$ cat src/cbi_pkg.sv
// Purpose: shared constants for the bus-integration and edge-filter block
// Assumes: one 20 MHz clock, time quantum derived by an enable divider
// Notes:   all counts are derived from times where a time is given
package cbi_pkg;
   // clock and time quantum
   localparam int CLK_NS      = 50;          // ref_clk period
   localparam int TQ_NS       = 250;         // one time quantum
   localparam int TQ_CYCLES   = (TQ_NS + CLK_NS - 1) / CLK_NS;
   localparam int TQ_CNT_W    = 3;
   // nominal bit layout, in time quanta
   localparam int NBT_TQ      = 10;          // quanta per bit
   localparam int SAMPLE_TQ   = 7;           // quantum index of the sample point
   localparam int TQ_IDX_W    = 4;
   // idle detection
   localparam int IDLE_BITS   = 11;          // recessive bits to integrate
   localparam int IDLE_CNT_W  = 4;
   // receive glitch filter
   localparam int GLITCH_LEN  = 3;           // samples that must agree
   // levels and reset values
   localparam logic RECESSIVE = 1'b1;
   localparam logic DOMINANT  = 1'b0;
   localparam logic [TQ_IDX_W-1:0]   TQ_IDX_RST  = 4'h0;
   localparam logic [IDLE_CNT_W-1:0] IDLE_CNT_RST = 4'h0;
   localparam logic [TQ_CNT_W-1:0]   TQ_DIV_RST  = 3'h0;

   typedef enum logic [1:0] {
      CBI_HELD,
      CBI_INTEGRATE,
      CBI_ACTIVE
   } cbi_state_e;
endpackage : cbi_pkg

$ cat src/cbi_tq_div.sv
// Purpose: time-quantum enable generator
// Assumes: TQ_CYCLES of at least one
// Notes:   tick is a one-cycle pulse, the only slower rate in the block
`timescale 1ns/100ps
module cbi_tq_div (
   input  wire logic ref_clk,
   input  wire logic arst_n,
   output logic      tqTick
);
   logic [cbi_pkg::TQ_CNT_W-1:0] divCnt;
   logic [cbi_pkg::TQ_CNT_W-1:0] next_divCnt;
   logic                         next_tqTick;

   // wrap counter, tick on the last count
   always_comb begin
      next_tqTick = (divCnt == cbi_pkg::TQ_CNT_W'(cbi_pkg::TQ_CYCLES - 1));
      next_divCnt = next_tqTick ? cbi_pkg::TQ_DIV_RST : divCnt + 1'b1;
   end

   always_ff @(posedge ref_clk or negedge arst_n) begin
      if (!arst_n) begin
         divCnt <= cbi_pkg::TQ_DIV_RST;
         tqTick <= 1'b0;
      end else begin
         divCnt <= next_divCnt;
         tqTick <= next_tqTick;
      end
   end
endmodule : cbi_tq_div

$ cat src/cbi_edge_filter.sv
// Purpose: edge filter that needs two dominant quanta in a row
// Assumes: rxIn already glitch filtered, tqTick one pulse per quantum
// Notes:   a dominant level reaches the output one quantum late, a recessive one at the next tick; caller picks when to use it
`timescale 1ns/100ps
module cbi_edge_filter (
   input  wire logic ref_clk,
   input  wire logic arst_n,
   input  wire logic tqTick,
   input  wire logic rxIn,
   output logic      rxFiltered
);
   logic lastTq;
   logic next_lastTq;
   logic next_rxFiltered;

   // dominant only when this and the previous quantum are dominant
   always_comb begin
      next_lastTq     = tqTick ? rxIn : lastTq;
      next_rxFiltered = tqTick ? (rxIn | lastTq) : rxFiltered;
   end

   always_ff @(posedge ref_clk or negedge arst_n) begin
      if (!arst_n) begin
         lastTq     <= cbi_pkg::RECESSIVE;
         rxFiltered <= cbi_pkg::RECESSIVE;
      end else begin
         lastTq     <= next_lastTq;
         rxFiltered <= next_rxFiltered;
      end
   end
endmodule : cbi_edge_filter

$ cat src/cbi_integration.sv
// Purpose: bus integration, idle detection and frame-start CRC resets
// Assumes: inputs synchronous to ref_clk; frame decoding done elsewhere
// Notes:   filter use is decided here, the filter itself runs always
//
// Summary of operation
// - Edge filtering is used only while integrating with the filter enable set, never after.
// - Integration ends at the sample point of the eleventh recessive bit in a row.
// - With the filter on, only two dominant quanta in a row restart the idle count.
// - With the filter on, bit timing works on the delayed filtered receive level.
// - At each frame start the FD CRC and classical CRC resets are issued together, in the same cycle.
// - An FD frame whose CRC does not match is faulty and an error frame is requested.
// - Clearing the initialisation bit starts integration.
// - A protocol exception starts integration only when exception handling is enabled.
// - Integration begun mid-frame counts the recessive bits from acknowledge to next start.
// - The receive glitch filter is always active, whatever the edge filter setting.
`timescale 1ns/100ps
module cbi_integration (
   input  wire logic ref_clk,
   input  wire logic arst_n,
   input  wire logic rxPin,
   input  wire logic initCtrl,
   input  wire logic edgeFilterIntegrationEnable,
   input  wire logic protocolExceptionHandlingDisable,
   input  wire logic protocolException,
   input  wire logic frameEnd,
   input  wire logic fdFrame,
   input  wire logic crcMismatch,
   output logic      integrating,
   output logic      busIntegrated,
   output logic      filterActive,
   output logic      sampleValid,
   output logic      sampleBit,
   output logic      fdCrcReset,
   output logic      classicCrcReset,
   output logic      errorFrameReq
);
   logic                           tqTick;
   logic                           rxFiltered;
   logic [cbi_pkg::GLITCH_LEN-1:0] rxShift;
   logic [cbi_pkg::GLITCH_LEN-1:0] next_rxShift;
   logic                           glitchRx;
   logic                           next_glitchRx;
   logic                           btRx;
   logic                           btRxPrev;
   logic                           next_btRxPrev;
   logic [cbi_pkg::TQ_IDX_W-1:0]   tqIdx;
   logic [cbi_pkg::TQ_IDX_W-1:0]   next_tqIdx;
   logic [cbi_pkg::IDLE_CNT_W-1:0] recCnt;
   logic [cbi_pkg::IDLE_CNT_W-1:0] next_recCnt;
   logic                           sampleEn;
   logic                           fallEdge;
   logic                           sofDet;
   logic                           inFrame;
   logic                           next_inFrame;
   cbi_pkg::cbi_state_e            state;
   cbi_pkg::cbi_state_e            next_state;
   logic                           next_sampleValid;
   logic                           next_sampleBit;
   logic                           next_fdCrcReset;
   logic                           next_classicCrcReset;
   logic                           next_errorFrameReq;

   cbi_tq_div u_div (
      .ref_clk (ref_clk),
      .arst_n  (arst_n),
      .tqTick  (tqTick)
   );

   cbi_edge_filter u_filt (
      .ref_clk    (ref_clk),
      .arst_n     (arst_n),
      .tqTick     (tqTick),
      .rxIn       (glitchRx),
      .rxFiltered (rxFiltered)
   );

   // glitch filter: level moves only when all recent samples agree
   always_comb begin
      next_rxShift  = {rxShift[cbi_pkg::GLITCH_LEN-2:0], rxPin};
      next_glitchRx = glitchRx;
      if (&rxShift) begin
         next_glitchRx = cbi_pkg::RECESSIVE;
      end else if (~|rxShift) begin
         next_glitchRx = cbi_pkg::DOMINANT;
      end
   end

   always_ff @(posedge ref_clk or negedge arst_n) begin
      if (!arst_n) begin
         rxShift  <= {cbi_pkg::GLITCH_LEN{cbi_pkg::RECESSIVE}};
         glitchRx <= cbi_pkg::RECESSIVE;
      end else begin
         rxShift  <= next_rxShift;
         glitchRx <= next_glitchRx;
      end
   end

   // filter use is tied to the state, so it drops by itself at the end
   assign filterActive = (state == cbi_pkg::CBI_INTEGRATE) && edgeFilterIntegrationEnable;
   assign btRx         = filterActive ? rxFiltered : glitchRx;
   assign integrating  = (state == cbi_pkg::CBI_INTEGRATE);
   assign busIntegrated = (state == cbi_pkg::CBI_ACTIVE);

   // bit timing: hard sync on a falling edge outside a frame
   assign fallEdge = tqTick && btRxPrev && !btRx;
   assign sampleEn = tqTick && (tqIdx == cbi_pkg::TQ_IDX_W'(cbi_pkg::SAMPLE_TQ));
   assign sofDet   = fallEdge && (state == cbi_pkg::CBI_ACTIVE) && !inFrame;

   always_comb begin
      next_btRxPrev = tqTick ? btRx : btRxPrev;
      next_tqIdx    = tqIdx;
      if (tqTick) begin
         if (fallEdge && !inFrame) begin
            next_tqIdx = cbi_pkg::TQ_IDX_W'(1);  // edge quantum is the sync segment
         end else if (tqIdx == cbi_pkg::TQ_IDX_W'(cbi_pkg::NBT_TQ - 1)) begin
            next_tqIdx = cbi_pkg::TQ_IDX_RST;
         end else begin
            next_tqIdx = tqIdx + 1'b1;
         end
      end
   end

   always_ff @(posedge ref_clk or negedge arst_n) begin
      if (!arst_n) begin
         btRxPrev <= cbi_pkg::RECESSIVE;
         tqIdx    <= cbi_pkg::TQ_IDX_RST;
      end else begin
         btRxPrev <= next_btRxPrev;
         tqIdx    <= next_tqIdx;
      end
   end

   // integration state and idle count
   // a mid-frame start simply counts on until the end-of-frame run is long enough
   always_comb begin
      next_state  = state;
      next_recCnt = recCnt;
      case (state)
         cbi_pkg::CBI_HELD: begin
            next_recCnt = cbi_pkg::IDLE_CNT_RST;
            if (!initCtrl) begin
               next_state = cbi_pkg::CBI_INTEGRATE;
            end
         end
         cbi_pkg::CBI_INTEGRATE: begin
            if (sampleEn) begin
               if (btRx == cbi_pkg::RECESSIVE) begin
                  if (recCnt == cbi_pkg::IDLE_CNT_W'(cbi_pkg::IDLE_BITS - 1)) begin
                     next_state  = cbi_pkg::CBI_ACTIVE;
                     next_recCnt = cbi_pkg::IDLE_CNT_RST;
                  end else begin
                     next_recCnt = recCnt + 1'b1;
                  end
               end else begin
                  // with the filter on, a lone dominant quantum never gets here
                  next_recCnt = cbi_pkg::IDLE_CNT_RST;
               end
            end
         end
         cbi_pkg::CBI_ACTIVE: begin
            if (protocolException && !protocolExceptionHandlingDisable) begin
               next_state  = cbi_pkg::CBI_INTEGRATE;
               next_recCnt = cbi_pkg::IDLE_CNT_RST;
            end
         end
         default: begin
            next_state  = cbi_pkg::CBI_HELD;
            next_recCnt = cbi_pkg::IDLE_CNT_RST;
         end
      endcase
      if (initCtrl) begin
         next_state = cbi_pkg::CBI_HELD;
      end
   end

   always_ff @(posedge ref_clk or negedge arst_n) begin
      if (!arst_n) begin
         state  <= cbi_pkg::CBI_HELD;
         recCnt <= cbi_pkg::IDLE_CNT_RST;
      end else begin
         state  <= next_state;
         recCnt <= next_recCnt;
      end
   end

   // frame tracking, CRC resets and error request
   // two separate reset strobes so the classical path owes nothing to FD timing
   always_comb begin
      next_inFrame         = inFrame;
      if (frameEnd || state != cbi_pkg::CBI_ACTIVE) begin
         next_inFrame = 1'b0;
      end
      // a start wins over the clear, but sofDet is masked while inFrame is still set, so none is seen in the closing cycle
      if (sofDet) begin
         next_inFrame = 1'b1;
      end
      next_fdCrcReset      = sofDet;
      next_classicCrcReset = sofDet;
      next_errorFrameReq   = frameEnd && fdFrame && crcMismatch
                             && (state == cbi_pkg::CBI_ACTIVE);
      next_sampleValid     = sampleEn;
      next_sampleBit       = sampleEn ? btRx : sampleBit;
   end

   always_ff @(posedge ref_clk or negedge arst_n) begin
      if (!arst_n) begin
         inFrame         <= 1'b0;
         fdCrcReset      <= 1'b0;
         classicCrcReset <= 1'b0;
         errorFrameReq   <= 1'b0;
         sampleValid     <= 1'b0;
         sampleBit       <= cbi_pkg::RECESSIVE;
      end else begin
         inFrame         <= next_inFrame;
         fdCrcReset      <= next_fdCrcReset;
         classicCrcReset <= next_classicCrcReset;
         errorFrameReq   <= next_errorFrameReq;
         sampleValid     <= next_sampleValid;
         sampleBit       <= next_sampleBit;
      end
   end

   // checks
   filt_only_integ_a: assert property (
      @(posedge ref_clk) disable iff (!arst_n)
      (state != cbi_pkg::CBI_INTEGRATE) |-> !filterActive)
      else $error("edge filter active outside integration");

   filt_on_integ_a: assert property (
      @(posedge ref_clk) disable iff (!arst_n)
      (state == cbi_pkg::CBI_INTEGRATE && edgeFilterIntegrationEnable) |-> filterActive)
      else $error("edge filter not used while integrating");

   end_at_eleven_a: assert property (
      @(posedge ref_clk) disable iff (!arst_n)
      (state == cbi_pkg::CBI_INTEGRATE && sampleEn && btRx && !initCtrl
       && recCnt == 4'hA) |=> (state == cbi_pkg::CBI_ACTIVE))
      else $error("integration did not end at eleventh recessive bit");

   no_early_end_a: assert property (
      @(posedge ref_clk) disable iff (!arst_n)
      (state == cbi_pkg::CBI_INTEGRATE && recCnt < 4'hA)
      |=> (state != cbi_pkg::CBI_ACTIVE))
      else $error("integration ended before eleven recessive bits");

   dom_restart_a: assert property (
      @(posedge ref_clk) disable iff (!arst_n)
      (state == cbi_pkg::CBI_INTEGRATE && sampleEn && !btRx && !initCtrl)
      |=> (recCnt == 4'h0))
      else $error("dominant sample did not restart idle count");

   bt_source_a: assert property (
      @(posedge ref_clk) disable iff (!arst_n)
      filterActive |-> (btRx == rxFiltered))
      else $error("bit timing not on filtered level");

   crc_resets_a: assert property (
      @(posedge ref_clk) disable iff (!arst_n)
      sofDet |=> (fdCrcReset && classicCrcReset) ##1 (!fdCrcReset && !classicCrcReset))
      else $error("crc resets not issued at frame start");

   err_frame_a: assert property (
      @(posedge ref_clk) disable iff (!arst_n)
      (state == cbi_pkg::CBI_ACTIVE && frameEnd && fdFrame && crcMismatch)
      |=> errorFrameReq)
      else $error("fd crc mismatch without error frame");

   init_enter_a: assert property (
      @(posedge ref_clk) disable iff (!arst_n)
      (state == cbi_pkg::CBI_HELD && !initCtrl) |=> (state == cbi_pkg::CBI_INTEGRATE))
      else $error("init clear did not start integration");

   exc_gate_a: assert property (
      @(posedge ref_clk) disable iff (!arst_n)
      (state == cbi_pkg::CBI_ACTIVE && protocolException && !initCtrl)
      |=> (state == (protocolExceptionHandlingDisable ? cbi_pkg::CBI_ACTIVE
                                                      : cbi_pkg::CBI_INTEGRATE)))
      else $error("protocol exception handled against its disable");

   glitch_hold_a: assert property (
      @(posedge ref_clk) disable iff (!arst_n)
      $changed(glitchRx) |-> ($past(rxShift) == 3'h0 || $past(rxShift) == 3'h7))
      else $error("receive level moved on a glitch");
endmodule : cbi_integration

$ cat config.mk
export PLATFORM = sky130hd
export DESIGN_NAME = cbi_integration
export DESIGN_NICKNAME = d
export VERILOG_FILES = /design/src/cbi_pkg.sv /design/src/cbi_tq_div.sv /design/src/cbi_edge_filter.sv /design/src/cbi_integration.sv
export SDC_FILE = /design/constraint.sdc
export NUM_CORES = 1
export LEC_CHECK = 0
export CAP_MARGIN = 10
export CELL_PAD_IN_SITES_DETAIL_PLACEMENT = 0
export CELL_PAD_IN_SITES_GLOBAL_PLACEMENT = 2
export CORE_MARGIN = 2
export CORE_UTILIZATION = 39
export DETAILED_ROUTE_END_ITERATION = 7
export DONT_BUFFER_PORTS = 1
export PLACE_DENSITY_LB_ADDON = 0.1
export SLEW_MARGIN = 15
export SYNTH_ARGS = -nofsm -noshare
export SYNTH_HDL_FRONTEND = slang
export SYNTH_SLANG_ARGS = --single-unit
$ cat constraint.sdc
create_clock -name ref_clk -period 2 [get_ports ref_clk]
set_clock_uncertainty 0.2 [all_clocks]
set_input_delay 0.6 -clock ref_clk [delete_from_list [all_inputs] [get_ports ref_clk]]
set_output_delay 0.6 -clock ref_clk [all_outputs]
set_load 0.02 [all_outputs]
==> run metrics <==
number of antenna diodes 0; first-pass GRT wire length 3560 um; critical path class flop to output port; top cell type's share of synthesized area 0.369; largest area contributor in the netlist dfrtp_1; vias post-DR 829; Initial DRC Count 25; Fin Setup TNS 0 ns; total track usage 0.133; CTS root buf clkbuf_4; RSZ-0062 raised after global routing no; Syn Inst Count 115; die height 60.0 um; DRC Markers 0; Worst Hold Path EP rxShift[0]; worst flop-to-flop path startpoint recCnt[0]; WP buf/inv 1; CP startpoint kind flop; Syn Nets 131; sequential fraction of the synthesis area 0.541; most frequent cells in the layout dfrtp_1 (18), nor2_1 (14), inv_1 (10); crit-path cells or2b_4 -> inv_2; WP data required 1.20 ns; mapped cell area 0.00122 mm^2; Routed WL 2100 um; CP top delay family flip-flops; slowest cell on the critical path dfrtp_1; Tmin final 1.95 ns; total CTS buffers 3; Final nets 143; layout cells sized above 1 0.214; Chip Width 60.0 um; Worst-Margin Slew 0.364 ns; Max transition margin 0.758; drt first pass iters 2; most common cell after layout, fill and taps aside dfrtp_1; Max Cap Violations 0; top post-synthesis cells by area dfrtp_1 (37%), dfstp_2 (17%), ha_1 (6.1%), nor2_1 (4.3%), inv_1 (3.4%); Area Overhead vs Synth 12.5%; mean routed wirelength per cell 13.2 um; largest net degree at the start of global routing 27; Slew Viols, Final 0; Final ANT Viol Nets 0; Fmax 514 MHz; Fin. Hold Viols 0; core area 0.00300 mm^2; R2R cell count 6; leakage 0.658 nW; Critical Path Fanout Max 6; clock sinks 26; final setup fails 0; routability cong. 0.843; row count 20; synthesis-stage register bit count 26; Detail Placement HPWL 1610 um; Die Footprint 0.00359 mm^2; Clock Tree Buf Depth 2; Avg Inst Size Synth 10.6 um^2; peak supply drop 395 uV; vias in the first global route 821; Clk Latency, worst-skew pair 0.32 ns; power per cell area 967 mW/mm^2; reg-to-reg slack, setup 0.17 ns; min-delay src rxPin; part of the cycle the worst path needs 0.973; Initial Util 0.407; Core Util, Final 0.458; WHS Path Cells 0; CTS tree built; H-tree depth 1; port buffer count 0; critical path's largest stage delay 0.43 ns; vias per cell 5.21; Crit path arrival time 1.15 ns; count of cell types in the netlist 36; Yosys warning total 0; worst r2r dst recCnt[3]; Setup crit end kind output port; GR Overflow Total 0; Worst-path clk slew 0.14 ns; IO Pins 18; outcome finished clean; Fillers 289; worst hold path class input port to flop; initial antenna violation count 0
==> cells by family after synthesis <==
| family | Yosys count | share of synthesized area |
|---|---|---|
| adder cells (fa/ha/maj) | 6 | 0.0615 |
| flip-flops | 26 | 0.541 |
| buffers and inverters | 14 | 0.0492 |
| AND/OR/NAND/NOR | 43 | 0.194 |
| multiplexers | 3 | 0.0266 |
| AO/OA/AOI/OAI | 23 | 0.128 |
==> synthesized netlist by cell type <==
cell      count
o211a_1       1
ha_1          6
buf_4         2
nor2b_1       2
a21boi_0      1
clkbuf_1      1
nand3_1       4
mux2i_1       1
nor3_1        3
and2_1        1
o311ai_1      2
mux2_2        1
and3b_4       1
nand2b_1      2
o21ai_0       2
dfrtp_1      18
o31a_1        1
nand2_1       7
inv_1        11
a21oi_1       5
a32o_1        2
or2b_1        1
and3b_1       2
nor2_1       14
and4b_1       2
o21a_1        1
nand2b_2      1
or2_1         1
o21a_2        1
nand4b_1      1
mux2_1        1
o21ai_1       4
or4b_1        1
dfstp_2       8
o22ai_1       2
a211o_1       1
==> report_power, final <==
| part | switching, mW | internal, mW |
|---|---|---|
| combinational | 0.199 | 0.188 |
| sequential | 0.0750 | 0.605 |
| clock | 0.150 | 0.111 |
| total | 0.424 | 0.904 |
==> per-stage QoR <==
stage          hold WS, ns  power, mW  instance area, um^2  setup slack [ns]  instances
4_1_cts             0.0416       1.35                 1370            0.0465        159
2_1_floorplan        0.104      0.929                 1220             0.127        115
3_5_place_dp         0.105       1.03                 1280             0.118        150
3_3_place_gp         0.105       1.02                 1280             0.132        150
5_1_grt             0.0173       1.43                 1370           0.00207        159
6_report            0.0587       1.33                 1370            0.0536        159
==> how the worst max path moves through the flow <==
stage,start,end,cells after the start
2_1_floorplan,edgeFilterIntegrationEnable,tqIdx[1],4
3_3_place_gp,edgeFilterIntegrationEnable,tqIdx[1],4
3_5_place_dp,edgeFilterIntegrationEnable,tqIdx[1],4
4_1_cts,state[0],busIntegrated,2
5_1_grt,state[1],busIntegrated,2
6_report,state[0],busIntegrated,2
==> routing by layer <==
metal	track usage	up-vias	wire, um
li1	-	420	-
met1	0.167	393	1010
met2	0.216	12	990
met3	0.0260	4	65
met4	0.0698	0	34
met5	0	-	0
==> timing repair <==
item | 4_1_cts | 5_1_grt
buffers inserted | 3 | 0
endpoints found under the hold margin | 26 | 0
hold buffers | 2 | 0
setup endpoints to repair | 1 | 0
gates resized for setup | 2 | 0
==> area by class of cell <==
cell class / instances / area (um^2) / area share
Sequential cell: 26 / 661 / 0.481
Multi-Input combinational cell: 75 / 504 / 0.367
Timing Repair Buffer: 10 / 90.1 / 0.0656
Inverter: 11 / 41.3 / 0.0301
Tap cell: 33 / 41.3 / 0.0301
Clock buffer: 4 / 36.3 / 0.0264
==> sequential cells by signal, summed over array words and instances (netlist names), 2 cells and up <==
register,flops
recCnt,4
u_div.divCnt,3
tqIdx,4
state,2
rxShift,3
Power figures use the tool's default switching activity.
